## config.mk

```make
export PLATFORM = sky130hd
export DESIGN_NAME = slfc_frame_ctrl
export DESIGN_NICKNAME = d
export VERILOG_FILES = /design/src/common/slfc_pkg.sv /design/src/verilog/slfc_frame_ctrl.sv
export SDC_FILE = /design/constraint.sdc
export NUM_CORES = 1
export LEC_CHECK = 0
export ABC_AREA = 0
export BUFFER_PORTS_ARGS = -buffer_cell sky130_fd_sc_hd__buf_2
export CAP_MARGIN = 20
export CORE_MARGIN = 8
export CORE_UTILIZATION = 45
export CTS_CLUSTER_SIZE = 10
export DETAILED_ROUTE_END_ITERATION = 8
export PLACE_DENSITY = 0.6
export SLEW_MARGIN = 15
export SYNTH_ARGS = -nofsm -noshare
export SYNTH_HDL_FRONTEND = slang
export SYNTH_SLANG_ARGS = --single-unit
```

## constraint.sdc

```tcl
create_clock -name ref_clk -period 5.8 [get_ports ref_clk]
set_input_delay 0.87 -clock ref_clk [delete_from_list [all_inputs] [get_ports ref_clk]]
set_output_delay 0.87 -clock ref_clk [all_outputs]
set_load 0.01 [all_outputs]
```

## src/common/slfc_pkg.sv

```systemverilog
// Package: register map, field positions, modes and timing for segment LCD frame control
package slfc_pkg;
  localparam logic [3:0] ADDR_CTRL_A = 4'h0;
  localparam logic [3:0] ADDR_CTRL_B = 4'h1;
  localparam logic [3:0] ADDR_FRAME_RATE = 4'h2;
  localparam logic [3:0] ADDR_CONTRAST = 4'h3;
  localparam logic [3:0] ADDR_ASYNC_STATUS = 4'h4;
  localparam logic [3:0] ADDR_DISP_BASE = 4'h8;
  localparam int NUM_DISP_BYTES = 4;
  localparam logic [7:0] CTRL_A_RESET = 8'h00;
  localparam logic [7:0] CTRL_B_RESET = 8'h00;
  localparam logic [7:0] FRAME_RATE_RESET = 8'h00;
  localparam logic [7:0] CONTRAST_RESET = 8'h00;
  localparam logic [7:0] ASYNC_STATUS_RESET = 8'h00;
  localparam int BIT_CONTROLLER_ON = 7;
  localparam int BIT_LOW_POWER_WAVE = 6;
  localparam int BIT_FRAME_FLAG = 4;
  localparam int BIT_IRQ_ENABLE = 3;
  localparam int BIT_BLANK = 0;
  localparam int BIT_CLK_SRC = 7;
  localparam int BIT_HALF_BIAS = 6;
  localparam int BIT_DUTY_LO = 4;
  localparam int BIT_PMASK_LO = 0;
  localparam int BIT_EXT_CLK_EN = 6;
  localparam logic [7:0] CTRL_A_RD_MASK = 8'hD9;
  localparam logic [7:0] CTRL_B_RD_MASK = 8'hF7;
  localparam logic [7:0] FRAME_RATE_RD_MASK = 8'h7F;
  localparam logic [7:0] ASYNC_RD_MASK = 8'h40;
  localparam int NUM_COM = 4;
  localparam int NUM_SEG = 25;
  localparam logic [1:0] DUTY_STATIC = 2'h0;
  localparam int PHASE_CYCLES_MIN = 1;
  localparam logic [7:0] DIV_BASE = 8'h02;
  typedef enum logic [1:0] {SLFC_OFF, SLFC_RUN, SLFC_BLANKED} slfc_state_e;
  typedef struct packed {
    logic [3:0] addr;
    logic [7:0] wdata;
    logic wr;
    logic rd;
  } slfc_bus_s;
  typedef struct packed {
    logic [1:0] level;
    logic drive;
  } slfc_pin_s;
endpackage

```

## src/verilog/slfc_frame_ctrl.sv

```systemverilog
// Segment LCD frame controller: registers, frame latching, pin level sequencing
`timescale 1ns/1ns
//////////////////////////////////////////////////////////////////////////////
// Functional notes
// - Low power wave bit selects reduced-toggle waveform on pins.
// - Low power mode latches data and sets flag every second frame.
// - Sync clock source keeps running in idle and power-save.
// - Async clock with RC system clock keeps running idle, ADC-NR, power-save.
// - External clock enable with async source enables input buffer.
// - Blank finishes frame then grounds all segment and common pins.
// - Display memory unchanged while blanked.
// - Port mask returns unused segment pins to port function.
// - Commons unused by duty return to port function automatically.
// - Memory, blank, wave select, contrast latched before each frame, every second frame in low power.
// - Writes accepted anytime clk_en is high; updates may split across frames.
// - Disable returns pins to port; software keeps them safe.
// - Writing one to frame flag clears it.
// - Frame flag set at frame start with data latch.
// - Wave select change takes effect at next frame latch.
// - Duty field picks static, 1/2, 1/3, 1/4 with commons.
// - Clock source bit: zero system clock, one async clock.
module slfc_frame_ctrl
  import slfc_pkg::*;
(
  input wire logic ref_clk,
  input wire logic reset,
  input wire logic clk_en,
  input wire slfc_bus_s bus_in,
  input wire logic async_tick,
  output logic [7:0] rd_data,
  output slfc_pin_s [NUM_COM-1:0] com_pin,
  output slfc_pin_s [NUM_SEG-1:0] seg_pin,
  output logic [7:0] contrast_active,
  output logic ext_buf_en,
  output logic frame_irq
);
  logic [7:0] ctrl_a_r;
  logic [7:0] ctrl_b_r;
  logic [7:0] frame_rate_r;
  logic [7:0] contrast_r;
  logic [7:0] async_r;
  logic [7:0] disp_mem [NUM_DISP_BYTES*NUM_COM];
  logic [7:0] disp_lat [NUM_DISP_BYTES*NUM_COM];
  logic lat_blank_r;
  logic lat_lpw_r;
  logic [7:0] div_cnt_r;
  logic [1:0] com_idx_r;
  logic polarity_r;
  logic odd_frame_r;
  logic [1:0] lpw_gap_r;
  slfc_state_e state_r;
  logic tick;
  logic step;
  logic frame_end;
  logic latch_now;
  logic flag_clr;
  logic [1:0] duty;
  logic [1:0] last_com;

  function automatic logic [4:0] seg_count(input logic [2:0] pm);
    case (pm)
      3'h0: seg_count = 5'd13;
      3'h1: seg_count = 5'd15;
      3'h2: seg_count = 5'd17;
      3'h3: seg_count = 5'd19;
      3'h4: seg_count = 5'd21;
      3'h5: seg_count = 5'd23;
      3'h6: seg_count = 5'd24;
      default: seg_count = 5'd25;
    endcase
  endfunction

  function automatic logic is_addr(input logic [3:0] a, input logic [3:0] target);
    is_addr = (a == target);
  endfunction

  // Chosen clock: system clock ticks or async ticks
  assign tick = ctrl_b_r[BIT_CLK_SRC] ? async_tick : 1'b1;
  assign duty = ctrl_b_r[BIT_DUTY_LO +: 2];
  assign last_com = duty;
  assign step = clk_en && tick && ctrl_a_r[BIT_CONTROLLER_ON] && (div_cnt_r >= (frame_rate_r | DIV_BASE));
  assign frame_end = step && (com_idx_r == last_com) && polarity_r;
  // Low power waveform needs two equal frames, so latch every second one
  assign latch_now = frame_end && (!lat_lpw_r || odd_frame_r);
  assign flag_clr = clk_en && bus_in.wr && is_addr(bus_in.addr, ADDR_CTRL_A) && bus_in.wdata[BIT_FRAME_FLAG];

  //////////////////////////////////////////////////////////////////////////////
  // Control registers
  always_ff @(posedge ref_clk) begin
    if (reset) begin
      ctrl_a_r <= CTRL_A_RESET;
      ctrl_b_r <= CTRL_B_RESET;
      frame_rate_r <= FRAME_RATE_RESET;
      contrast_r <= CONTRAST_RESET;
      async_r <= ASYNC_STATUS_RESET;
    end else if (clk_en) begin
      if (bus_in.wr) begin
        if (is_addr(bus_in.addr, ADDR_CTRL_A)) begin
          ctrl_a_r[BIT_CONTROLLER_ON] <= bus_in.wdata[BIT_CONTROLLER_ON];
          ctrl_a_r[BIT_LOW_POWER_WAVE] <= bus_in.wdata[BIT_LOW_POWER_WAVE];
          ctrl_a_r[BIT_IRQ_ENABLE] <= bus_in.wdata[BIT_IRQ_ENABLE];
          ctrl_a_r[BIT_BLANK] <= bus_in.wdata[BIT_BLANK];
        end else if (is_addr(bus_in.addr, ADDR_CTRL_B)) begin
          ctrl_b_r <= bus_in.wdata & CTRL_B_RD_MASK;
        end else if (is_addr(bus_in.addr, ADDR_FRAME_RATE)) begin
          frame_rate_r <= bus_in.wdata & FRAME_RATE_RD_MASK;
        end else if (is_addr(bus_in.addr, ADDR_CONTRAST)) begin
          contrast_r <= bus_in.wdata;
        end else if (is_addr(bus_in.addr, ADDR_ASYNC_STATUS)) begin
          async_r <= bus_in.wdata & ASYNC_RD_MASK;
        end
      end
      // Set beats clear so a frame start is never lost
      if (latch_now) begin
        ctrl_a_r[BIT_FRAME_FLAG] <= 1'b1;
      end else if (flag_clr) begin
        ctrl_a_r[BIT_FRAME_FLAG] <= 1'b0;
      end
      if (!ctrl_a_r[BIT_CONTROLLER_ON]) begin
        ctrl_a_r[BIT_FRAME_FLAG] <= ctrl_a_r[BIT_FRAME_FLAG] & ~flag_clr;
      end
    end
  end

  //////////////////////////////////////////////////////////////////////////////
  // Display memory, software side; blanking never touches it
  always_ff @(posedge ref_clk) begin
    if (reset) begin
      for (int i = 0; i < NUM_DISP_BYTES*NUM_COM; i++) begin
        disp_mem[i] <= 8'h00;
      end
    end else if (clk_en && bus_in.wr && bus_in.addr >= ADDR_DISP_BASE) begin
      disp_mem[bus_in.addr - ADDR_DISP_BASE] <= bus_in.wdata;
    end
  end

  //////////////////////////////////////////////////////////////////////////////
  // Frame latch of data and settings
  always_ff @(posedge ref_clk) begin
    if (reset) begin
      for (int i = 0; i < NUM_DISP_BYTES*NUM_COM; i++) begin
        disp_lat[i] <= 8'h00;
      end
      lat_blank_r <= 1'b0;
      lat_lpw_r <= 1'b0;
      contrast_active <= CONTRAST_RESET;
    end else if (clk_en && (latch_now || !ctrl_a_r[BIT_CONTROLLER_ON])) begin
      disp_lat <= disp_mem;
      lat_blank_r <= ctrl_a_r[BIT_BLANK];
      lat_lpw_r <= ctrl_a_r[BIT_LOW_POWER_WAVE];
      contrast_active <= contrast_r;
    end
  end

  //////////////////////////////////////////////////////////////////////////////
  // Frame timing: common index, phase polarity, frame parity
  always_ff @(posedge ref_clk) begin
    if (reset) begin
      div_cnt_r <= 8'h00;
      com_idx_r <= 2'h0;
      polarity_r <= 1'b0;
      odd_frame_r <= 1'b0;
      state_r <= SLFC_OFF;
    end else if (clk_en) begin
      if (!ctrl_a_r[BIT_CONTROLLER_ON]) begin
        div_cnt_r <= 8'h00;
        com_idx_r <= 2'h0;
        polarity_r <= 1'b0;
        odd_frame_r <= 1'b0;
        state_r <= SLFC_OFF;
      end else begin
        if (step) begin
          div_cnt_r <= 8'h00;
        end else if (tick) begin
          div_cnt_r <= div_cnt_r + 8'h01;
        end
        if (step) begin
          // Default waveform flips every phase, twice per common; low power flips once per pass over the commons
          if (lat_lpw_r) begin
            if (com_idx_r == last_com) begin
              com_idx_r <= 2'h0;
              polarity_r <= ~polarity_r;
            end else begin
              com_idx_r <= com_idx_r + 2'h1;
            end
          end else begin
            polarity_r <= ~polarity_r;
            if (polarity_r) begin
              com_idx_r <= (com_idx_r == last_com) ? 2'h0 : com_idx_r + 2'h1;
            end
          end
        end
        if (frame_end) begin
          // Restart the pair at each latch so a switch into low power still waits two frames
          odd_frame_r <= !latch_now;
        end
        case (state_r)
          SLFC_OFF: state_r <= SLFC_RUN;
          // Follow the latched copy so blanking starts and ends on frame boundaries
          SLFC_RUN: if (lat_blank_r) state_r <= SLFC_BLANKED;
          SLFC_BLANKED: if (!lat_blank_r) state_r <= SLFC_RUN;
          default: state_r <= SLFC_OFF;
        endcase
      end
    end
  end

  //////////////////////////////////////////////////////////////////////////////
  // Pin levels: 0 ground, 3 full, 1/2 intermediate bias levels
  generate
    for (genvar c = 0; c < NUM_COM; c++) begin : g_com
      always_ff @(posedge ref_clk) begin
        if (reset) begin
          com_pin[c] <= '0;
        end else if (clk_en) begin
          com_pin[c].drive <= ctrl_a_r[BIT_CONTROLLER_ON] && (c <= int'(last_com));
          if (state_r != SLFC_RUN) begin
            com_pin[c].level <= 2'h0;
          end else if (c == int'(com_idx_r)) begin
            com_pin[c].level <= polarity_r ? 2'h0 : 2'h3;
          end else if (duty == DUTY_STATIC) begin
            com_pin[c].level <= 2'h0;
          end else if (ctrl_b_r[BIT_HALF_BIAS]) begin
            com_pin[c].level <= 2'h1;
          end else begin
            com_pin[c].level <= polarity_r ? 2'h1 : 2'h2;
          end
        end
      end
    end
    for (genvar s = 0; s < NUM_SEG; s++) begin : g_seg
      logic on;
      assign on = disp_lat[int'(com_idx_r)*NUM_DISP_BYTES + s/8][s%8];
      always_ff @(posedge ref_clk) begin
        if (reset) begin
          seg_pin[s] <= '0;
        end else if (clk_en) begin
          seg_pin[s].drive <= ctrl_a_r[BIT_CONTROLLER_ON] && (s < int'(seg_count(ctrl_b_r[BIT_PMASK_LO +: 3])));
          if (state_r != SLFC_RUN) begin
            seg_pin[s].level <= 2'h0;
          end else if (on) begin
            seg_pin[s].level <= polarity_r ? 2'h3 : 2'h0;
          end else if (duty == DUTY_STATIC || ctrl_b_r[BIT_HALF_BIAS]) begin
            seg_pin[s].level <= polarity_r ? 2'h0 : 2'h3;
          end else begin
            seg_pin[s].level <= polarity_r ? 2'h2 : 2'h1;
          end
        end
      end
    end
  endgenerate

  //////////////////////////////////////////////////////////////////////////////
  // Read port, misc outputs
  always_ff @(posedge ref_clk) begin
    if (reset) begin
      rd_data <= 8'h00;
      ext_buf_en <= 1'b0;
      frame_irq <= 1'b0;
    end else if (clk_en) begin
      ext_buf_en <= async_r[BIT_EXT_CLK_EN] && ctrl_b_r[BIT_CLK_SRC];
      frame_irq <= ctrl_a_r[BIT_FRAME_FLAG] && ctrl_a_r[BIT_IRQ_ENABLE];
      if (bus_in.rd) begin
        if (is_addr(bus_in.addr, ADDR_CTRL_A)) begin
          rd_data <= ctrl_a_r & CTRL_A_RD_MASK;
        end else if (is_addr(bus_in.addr, ADDR_CTRL_B)) begin
          rd_data <= ctrl_b_r;
        end else if (is_addr(bus_in.addr, ADDR_FRAME_RATE)) begin
          rd_data <= frame_rate_r;
        end else if (is_addr(bus_in.addr, ADDR_CONTRAST)) begin
          rd_data <= contrast_r;
        end else if (is_addr(bus_in.addr, ADDR_ASYNC_STATUS)) begin
          rd_data <= async_r;
        end else if (bus_in.addr >= ADDR_DISP_BASE) begin
          rd_data <= disp_mem[bus_in.addr - ADDR_DISP_BASE];
        end else begin
          rd_data <= 8'h00;
        end
      end else begin
        rd_data <= 8'h00;
      end
    end
  end

  //////////////////////////////////////////////////////////////////////////////
  // Checks
  chk_flag_clear: assert property (@(posedge ref_clk) disable iff (reset)
    (clk_en && flag_clr && !latch_now) |=> !ctrl_a_r[BIT_FRAME_FLAG])
    else $error("frame flag not cleared by write of one");
  chk_flag_set: assert property (@(posedge ref_clk) disable iff (reset)
    (clk_en && latch_now) |=> ctrl_a_r[BIT_FRAME_FLAG])
    else $error("frame flag not set at frame start");
  // Frame ends since the last latch, counted apart from the parity flop
  always_ff @(posedge ref_clk) begin
    if (reset) begin
      lpw_gap_r <= 2'h0;
    end else if (clk_en) begin
      if (latch_now || !ctrl_a_r[BIT_CONTROLLER_ON]) begin
        lpw_gap_r <= 2'h0;
      end else if (frame_end && lpw_gap_r != 2'h3) begin
        lpw_gap_r <= lpw_gap_r + 2'h1;
      end
    end
  end
  chk_lpw_alternate: assert property (@(posedge ref_clk) disable iff (reset)
    (clk_en && latch_now && lat_lpw_r) |-> lpw_gap_r == 2'h1)
    else $error("low power mode latched without two equal frames");
  chk_blank_ground: assert property (@(posedge ref_clk) disable iff (reset)
    (clk_en && state_r == SLFC_BLANKED) |=> (com_pin[0].level == 2'h0 && seg_pin[0].level == 2'h0))
    else $error("blanked pins not grounded");
  chk_com_unused: assert property (@(posedge ref_clk) disable iff (reset)
    (clk_en && duty == DUTY_STATIC) |=> !com_pin[1].drive)
    else $error("unused common driven in static duty");
  chk_seg_mask: assert property (@(posedge ref_clk) disable iff (reset)
    (clk_en && ctrl_b_r[BIT_PMASK_LO +: 3] == 3'h0) |=> !seg_pin[13].drive)
    else $error("masked segment still driven");
  chk_ext_buf: assert property (@(posedge ref_clk) disable iff (reset)
    (clk_en && async_r[BIT_EXT_CLK_EN] && ctrl_b_r[BIT_CLK_SRC]) |=> ext_buf_en)
    else $error("external clock buffer not enabled");
  chk_off_release: assert property (@(posedge ref_clk) disable iff (reset)
    (clk_en && !ctrl_a_r[BIT_CONTROLLER_ON]) |=> !com_pin[0].drive)
    else $error("pins driven while controller off");
  chk_blank_mem: assert property (@(posedge ref_clk) disable iff (reset)
    (state_r == SLFC_BLANKED && !bus_in.wr) |=> disp_mem[0] == $past(disp_mem[0]))
    else $error("display memory changed while blanked");
endmodule

```

# [After elaboration in Yosys (flattened, before gate mapping)]
# Cells that the tools add are included.
# Widths: inputs -> output; s select.
[totals] ff_bits=405 input_bits=18 output_inout_bits=105 word_cells=365
[op_classes] n_addsub=6 n_lt_le_gt_ge=36 eq_ne=25 n_mux=115 bitwise=12 reduce_logical=64
[op_table] cell="$bmux 8 s4" count=5
[op_table] cell="$mux 8" count=19
[op_table] cell="$mux 2" count=73
[op_table] cell="$bwmux 128" count=1
[op_table] cell="$ge 32x5->1 const B" count=4
[op_table] cell="$not 5->32" count=3
[op_table] cell="$lt 5x5->1 const A" count=9
[op_table] cell="$logic_and 1x1->1" count=42
[op_table] cell="$lt 4x5->1 const A" count=8
[op_table] cell="$pmux 5 s7" count=1
[op_table] cell="$demux 8 s4" count=1
[op_table] cell="$not 4->32" count=1
[op_table] cell="$lt 3x5->1 const A" count=4
[op_table] cell="$mux 1" count=12
[op_table] cell="$reduce_and 3->1" count=4
[op_table] cell="$add 4x2->5 const B" count=2
[op_table] cell="$lt 1x5->1 const A" count=2
[op_table] cell="$lt 2x5->1 const A" count=2
[op_table] cell="$mux 5" count=2
[op_table] cell="$eq 3x3->1 const B" count=3
[op_table] cell="$ne 3x1->1 const B" count=3
[op_table] cell="$add 8x1->8 const B" count=1
[op_table] cell="$eq 4x2->1 const B" count=2
[op_table] cell="$ge 8x7->1" count=1
[op_table] cell="34 further kinds" count=53

# [Depth between registers and ports, before layout]
# Gate-level depths: netlist of run 1.
[logic_depth] depth_word=12 depth_mapped=10 ltp_nobuf=7

# [Worst setup path after synthesis of run 1]
# Ideal clock, no wire load.
[synth_path] kind="input-to-reg" from="input port async_tick" to="register contrast_active[3]" setup_time_ns=0.072 t_arrival_ns=2.465 t_required_ns=5.728 setup_slack_ns=3.263 stages=9 n_path_buf=4 cell_sequence="nor2b_4 > a21o_1 > buf_2 > or4_1 > buf_2 > a22oi_4 > buf_6 > buf_6 > mux2i_1"
[synth_between] elab_chain_len=9
[synth_lines] element="start: declaration" line_no="slfc_frame_ctrl.sv:29" rtl="input wire logic async_tick,"
[synth_lines] element="$mux 1" line_no="slfc_frame_ctrl.sv:78" rtl="assign tick = ctrl_b_r[BIT_CLK_SRC] ? async_tick : 1'b1;"
[synth_lines] element="$logic_and 1x1->1 (3 in a row)" line_no="slfc_frame_ctrl.sv:81" rtl="assign step = clk_en && tick && ctrl_a_r[BIT_CONTROLLER_ON] && (div_cnt_r >= (frame_rate_r | DIV_BASE));"
[synth_lines] element="$logic_and 1x1->1 (2 in a row)" line_no="slfc_frame_ctrl.sv:82" rtl="assign frame_end = step && (com_idx_r == last_com) && polarity_r;"
[synth_lines] element="$logic_and 1x1->1" line_no="slfc_frame_ctrl.sv:84" rtl="assign latch_now = frame_end && (!lat_lpw_r || odd_frame_r);"
[synth_lines] element="$logic_or 1x1->1"
[synth_lines] element="$logic_and 1x1->1" line_no="slfc_frame_ctrl.sv:147" rtl="end else if (clk_en && (latch_now || !ctrl_a_r[BIT_CONTROLLER_ON])) begin"
[synth_lines] element="end signal: assignment" line_no="slfc_frame_ctrl.sv:151" rtl="contrast_active <= contrast_r;"
[synth_lines] element="end: declaration" line_no="slfc_frame_ctrl.sv:33" rtl="output logic [7:0] contrast_active,"
# Every way passes these cells.
# A chain may end at the register's enable or synchronous reset.

# [Worst setup path in the final report of run 1]
[layout_path] from="register frame_rate_r[5]" to="register disp_lat[22] in the netlist's numbering"
[layout_between] elab_chain_len=7
[layout_lines] element="start: declaration" line_no="slfc_frame_ctrl.sv:39" rtl="logic [7:0] frame_rate_r;"
[layout_lines] element="start signal: assignment" line_no="slfc_frame_ctrl.sv:106" rtl="frame_rate_r <= bus_in.wdata & FRAME_RATE_RD_MASK;"
[layout_lines] element="$ge 8x7->1" line_no="slfc_frame_ctrl.sv:81"
[layout_lines] element="$logic_and 1x1->1" line_no="slfc_frame_ctrl.sv:81"
[layout_lines] element="$logic_and 1x1->1 (2 in a row)" line_no="slfc_frame_ctrl.sv:82"
[layout_lines] element="$logic_and 1x1->1" line_no="slfc_frame_ctrl.sv:84"
[layout_lines] element="$logic_or 1x1->1"
[layout_lines] element="$logic_and 1x1->1" line_no="slfc_frame_ctrl.sv:147"
[layout_lines] element="end signal: assignment" line_no="slfc_frame_ctrl.sv:148" rtl="disp_lat <= disp_mem;"
[layout_lines] element="end: declaration" line_no="slfc_frame_ctrl.sv:43" rtl="logic [7:0] disp_lat [NUM_DISP_BYTES*NUM_COM];"
# Every way passes these cells.

==> results.md, run 1 <==
- Post-route DRC: 0
- Yosys warns: 0
- Crit path max fanout: 50
- Switch Pwr: about 1.1 mW
- Crit share post-route: a little over half
- Vias: 11400
- Max-cap violations: 0
- Vias in the first global route: about 11000
- Commonest non-fill, non-tap cell in the layout: dfxtp_1
- Switching power share of the total: around 22%
- I/O pins: approximately 120
- Die area: about 40000 µm²
- Syn avg cell area: just under 10 µm²
- Tightest Pin Transition: around 1.1 ns
- Placement Setup Slack: ~2.6 ns
- Power Density: around 280 nW/µm²
- Register area: 7250 µm²
- Final Hold Fails: 0
- Register bit total from synthesis: ~360
- Share of synthesized flip-flops with an asynchronous set or reset: 0%
- Site Rows: 68
- Setup Viol. Count Final: 0
- Critical-path top delay cell: a22o_4
- Syn_nets: between 1500 and 2000
- DR vias/cell: between 5 and 6
- Area of the multi-input gates: around 7800 µm²
- Htree depth: 2
- Worst Hold Depth: 2
- Core Util, Final: between 50% and 60%
- Total CTS buffers: 42
- Largest net degree at the start of global routing: approximately 170
- Comb pwr share: ~4.3%
- Status: completed
- Yosys cell types: 61
- Pint: just under 4 mW
- Most used cell along the critical path: or4_1
- Post-synth top flop: dfxtp_1
- Cells on worst reg2reg path: 7
- CTS-repair resized insts: 0
- Drt wl/cell: ~19 µm
- Die Span X: slightly above 200 µm
- Largest stage delay on the critical path: ~0.67 ns
- Post-synth EDFFs: 0
- Mapped Cells: between 1500 and 2000
- Most frequent cells in the layout: dfxtp_1 (360), nor2_1 (163), mux2i_1 (142), nand2b_1 (124), buf_2 (121)
- Critical Path AT: about 3.5 ns
- Slew HR: between 20% and 30%
- WS Path Type: reg -> reg
- Core box area: between 30000 and 40000 µm²
- Post-DRT Antenna Nets: 0
- Sequential fraction of the synthesis area: a little under half
- Slew Limit Fails: 0
- Sink Count: ~360
- Total GRT Usage: a little under a fifth
- RSZ-0062 raised after global routing: no
- Gr ovfl total: 0
- Clock power frac: 46.0%
- Hpwl dp: 27.4 mm
- N_diodes: 0
- Antenna violations before repair: 0
- Clock Tree Root: clkbuf_16
- Post-CTS setup buffer count: 0
- Clk slew on worst S/H paths: around 0.05 ns
- Nature of the critical path startpoint: flip-flop
- Fin cells: between 2000 and 2500
- Clk_skew: between 0.01 and 0.015 ns
- Synth Cell Area: about 16000 µm²
- Worst skew pair latency: 0.54 ns
- Sum Neg Setup Slack: 0 ns
- CTS Buffer Depth: 3
- CP Capture Type: flip-flop
- Share of cells above drive strength 1: around 18%
- Hold Path Class: reg -> reg
- Gp weighted congestion: around 0.9
- Initial Util: about 46%
- Global-route wire length before repair: 63.8 mm
- Total Routed Length: a little over 40 mm
- Total Power: ~5.0 mW
- First-pass DRT Iterations: 5
- Area delta synth->final: 12.7%
- Crit path cell chain: inv_1 -> ha_1 -> or4_1 -> a31oi_1 -> or4_1 -> a22o_4 -> mux2_2
- Die H: 203 µm
- Post-layout minimum cycle time: around 3.1 ns
- Seq pwr share: about half
- # fillers: 3175
- Setup slack after layout: 2.70 ns
- Leakage power: approximately 6.7 nW
- IO Port Bufs: roughly 120
- WP data required: around 6.2 ns
- DR iter-0 viols: approximately 770
- CTS Hold Bufs: 0
- Worst vdd ir: between 0.15 and 0.2 mV
- CTS tree: built
- Placed cell count: 2080
- Fin nets: 1703
- Max Freq: around 320 MHz
## cell families (layout without fill, tap and decap cells)
family / count (synthesis) / after routing / share of synthesized area [%]
compound gates: 216 / 216 / 8.59
flops: 362 / 362 / 46.2
xor+xnor: 53 / 53 / 2.96
fa+ha+maj: 16 / 16 / 1.28
mux: 234 / 234 / 18.5
buf+inv: 143 / 212 / 3.95
simple gates: 583 / 583 / 18.6
## sequential cells by signal, summed over array words and instances, names as in the netlist, 7 cells and up
name             cells
div_cnt_r            8
rd_data              8
ctrl_b_r             7
contrast_r           8
disp_mem           114
disp_lat           100
contrast_active      8
seg_pin             74
frame_rate_r         7
com_pin             12
## metrics by stage
step	instance area [µm²]	hold WS, ns
2_1_floorplan	15700	0.442
3_3_place_gp	16500	0.432
3_5_place_dp	16500	0.435
4_1_cts	17700	0.442
5_1_grt	17700	0.469
6_report	17700	0.441
## Yosys cell counts, types with 18 or more instances
| cell | count | area, µm² |
|---|---|---|
| inv_1 | 18 | 67.6 |
| nand2_1 | 111 | 417 |
| dfxtp_1 | 362 | 7250 |
| o21ai_0 | 51 | 255 |
| nand2b_1 | 124 | 776 |
| nor2b_1 | 109 | 682 |
| a22oi_1 | 31 | 233 |
| xnor2_1 | 52 | 455 |
| nor2_1 | 166 | 623 |
| nand3_1 | 39 | 195 |
| mux2i_1 | 142 | 1420 |
| clkbuf_1 | 87 | 327 |
| mux2_2 | 53 | 597 |
| a21oi_1 | 72 | 360 |
| mux4_2 | 39 | 878 |
## routing by layer
| metal | GRT usage (%) | wire [µm] | vias up |
|---|---|---|---|
| li1 | - | - | 5592 |
| met1 | 25.8 | 18900 | 5498 |
| met2 | 31.0 | 18600 | 268 |
| met3 | 3.32 | 2050 | 64 |
| met4 | 5.78 | 969 | 0 |
| met5 | 0 | 0 | - |
## critical path: cells and delay by family (launching register included)
kind | cells | cell delay [ns]
muxes | 1 | 0.41
buffers and inverters | 1 | 0.07
adders and majority gates | 1 | 0.21
DFF | 1 | 0.42
and+or+nand+nor | 2 | 0.83
AOI/OAI and AO/OA | 2 | 0.98
## path summary, 6_finish.rpt
kind                                startpoint                        end  slack [ns]
setup / recovery  frame_rate_r[5]$_SDFFE_PP0P_  disp_lat[22]$_SDFFE_PP0P_        2.70
setup reg to reg  frame_rate_r[5]$_SDFFE_PP0P_  disp_lat[22]$_SDFFE_PP0P_        2.70
hold reg to reg       seg_pin[35]$_SDFFE_PP0P_   seg_pin[35]$_SDFFE_PP0P_        0.44
hold / removal        seg_pin[35]$_SDFFE_PP0P_   seg_pin[35]$_SDFFE_PP0P_        0.44
## power groups by stage
stage / sequential [mW] / combinational [mW] / clock (mW)
finish: 2.50 / 0.214 / 2.32
floorplan: 2.55 / 0.164 / 0
CTS: 2.50 / 0.214 / 2.36
global placement: 2.56 / 0.214 / 0
detailed placement: 2.56 / 0.214 / 0
global route: 2.50 / 0.230 / 2.46
## cell type report
cell class                 count  area share [%]
tap                          455            3.22
multi-input combinational   1102            44.3
sequential                   362            41.0
timing repair buffer         142            4.57
clock buffer                  49            6.33
inverter                      19           0.403
clock inverter                 2           0.184
(Power assumes the default switching activity.)
==> run 2: changes to the inputs <==
PLACE_DENSITY = 0.62   (was 0.6)
clock period = 2.8 ns   (was 5.8 ns; I/O delays follow)
==> results.md, run 2 (synthesized netlist as in run 1, its figures left out) <==
- Switch Pwr: 2.37 mW (+110%)
- Nature of the critical path startpoint: flip-flop
- Global-route wire length before repair: 63.6 mm (-0.27%)
- Biggest register: disp_mem
- CTS Hold Bufs: 0 (unchanged)
- CP Capture Type: flip-flop
- WP data required: 3.21 ns (-3.02 ns)
- Clock Tree Root: clkbuf_16
- Most frequent cells in the layout: dfxtp_1 (360), nor2_1 (163), mux2i_1 (142), nand2b_1 (124), buf_2 (121)
- Site Rows: 68 (unchanged)
- Worst skew pair latency: 0.54 ns (about the same)
- Post-CTS setup buffer count: 0 (unchanged)
- Worst vdd ir: 0.425 mV (+160%)
- WS Path Type: reg -> reg
- Clock power frac: 46.6% (+0.6 points)
- Critical Path AT: 2.97 ns (-0.56 ns)
- CTS tree: built
- Post-DRT Antenna Nets: 0 (unchanged)
- Gp weighted congestion: 0.878 (-1.9%)
- Reg2Reg Setup Slack: 0.24 ns (-2.46 ns)
- DR vias/cell: 5.37 (+0.12%)
- CTS Buffer Depth: 3 (unchanged)
- IO Port Bufs: 122 (unchanged)
- Largest net degree at the start of global routing: 123 (-25%)
- Antenna violations before repair: 0 (unchanged)
- Fin nets: 1736 (+1.9%)
- Placement Setup Slack: 0.252 ns (-2.30 ns)
- Die area: 41100 µm² (unchanged)
- Total GRT Usage: 19.1% (-0.055 points)
- Area delta synth->final: 15.0%
- Max FFs per register: 114 (unchanged)
- Drt wl/cell: 18.7 µm (-1.6%)
- First-pass DRT Iterations: 6 (+1)
- Setup slack after layout: 0.241 ns (-2.46 ns)
- Core box area: 34500 µm² (unchanged)
- Crit path max fanout: 24 (-52%)
- Die H: 203 µm (unchanged)
- Final Hold Fails: 0 (unchanged)
- RSZ-0062 raised after global routing: no
- CTS-repair resized insts: 0 (unchanged)
- Hpwl dp: 28.4 mm (+3.5%)
- Vias in the first global route: 11200 (+0.36%)
- Max-cap violations: 0 (unchanged)
- Hold Path Class: in -> reg
- N_diodes: 0 (unchanged)
- Htree depth: 2 (unchanged)
- Pint: 8.25 mW (+110%)
- Status: completed
- Gr ovfl total: 0 (unchanged)
- Max Freq: 391 MHz (+21%)
- Sum Neg Setup Slack: 0 ns (unchanged)
- Share of cells above drive strength 1: 19.3% (+1.6 points)
- Initial Util: 45.5% (unchanged)
- Clk slew on worst S/H paths: 0.06 ns (about the same)
- Seq pwr share: 48.8% (-0.9 points)
- Leakage power: 6.87 nW (+3.1%)
- Comb pwr share: 4.6% (+0.3 points)
- Slew Limit Fails: 0 (unchanged)
- Clk_skew: 0.00912 ns (-0.00506 ns)
- Sink Count: 362 (unchanged)
- Commonest non-fill, non-tap cell in the layout: dfxtp_1
- Tightest Pin Transition: 1.05 ns (-0.0390 ns)
- Biggest regs: disp_mem (114), disp_lat (100), seg_pin (74)
- Power Density: 589 nW/µm² (+110%)
- Total Routed Length: 40.6 mm (about the same)
- Post-layout minimum cycle time: 2.56 ns (-0.541 ns)
- Slew HR: 29.7% (+2.6 points)
- Die Span X: 203 µm (unchanged)
- Post-route DRC: 0 (unchanged)
- Switching power share of the total: 22.3% (about the same)
- Setup Viol. Count Final: 0 (unchanged)
- I/O pins: 123 (unchanged)
- Crit share post-route: 91.4% (+38 points)
- DR iter-0 viols: 778 (+1.4%)
- Vias: 11600 (+1.9%)
- Total CTS buffers: 43 (+2.4%)
run 2: cell count changes in the layout (fill, tap and decap cells not counted), sizes merged:
cell,change
clkbuf,+3
inv,+2
buf,+32
bufinv,+1
clkinv,-1
run 2: path summary, 6_finish.rpt:
kind	from	end	cells after the start
worst min-delay path	bus_in[12]	rd_data[7]$_SDFFE_PP0P_	2
worst max register to register	frame_rate_r[5]$_SDFFE_PP0P_	disp_lat[41]$_SDFFE_PP0P_	8
worst max-delay path	frame_rate_r[5]$_SDFFE_PP0P_	disp_lat[41]$_SDFFE_PP0P_	8
worst min register to register	seg_pin[35]$_SDFFE_PP0P_	seg_pin[35]$_SDFFE_PP0P_	2
run 2: final cells by class:
| cell class | instances | area (µm²) |
|---|---|---|
| clock inverters | 4 | 63.8 |
| well taps | 455 | 569 |
| repair buffers | 174 | 1120 |
| fillers | 3156 | 16400 |
| inverters | 19 | 71.3 |
| multi-input cells | 1102 | 7830 |
| clock buffers | 52 | 1130 |
| flip-flops and latches | 362 | 7250 |
run 2: routing by layer:
| layer | track usage (%) | up-vias | wire (µm) |
|---|---|---|---|
| met5 | 0 | - | 0 |
| met2 | 30.8 | 328 | 18700 |
| met3 | 3.38 | 87 | 2140 |
| met4 | 6.71 | 0 | 1250 |
| met1 | 25.4 | 5544 | 18600 |
| li1 | - | 5675 | - |
run 2: per-stage QoR:
stage	utilization, %	power, mW	instance area (µm²)	std cells	hold WS, ns
2_1_floorplan	-	5.63	15700	1607	0.442
3_3_place_gp	48.9	5.77	16800	2111	0.432
3_5_place_dp	48.9	5.78	16800	2111	0.435
4_1_cts	52.3	10.7	18000	2167	0.220
5_1_grt	52.4	11.0	18000	2168	0.232
6_report	52.4	10.6	18000	2168	0.240
run 2: worst max-delay path: stages (launching register included):
cell and delay [ns]:
dfxtp_1 0.38, inv_1 0.06, ha_1 0.21, or4_1 0.51
a31oi_1 0.19, or4_1 0.26, a22o_4 0.25, buf_12 0.20
mux2_2 0.35
run 2: power groups by stage:
stage / sequential [mW] / clock (mW) / combinational, mW
floorplan: 5.29 / 0 / 0.340
global placement: 5.29 / 0 / 0.480
detailed placement: 5.29 / 0 / 0.483
CTS: 5.18 / 5.04 / 0.485
global route: 5.18 / 5.28 / 0.521
finish: 5.18 / 4.95 / 0.486
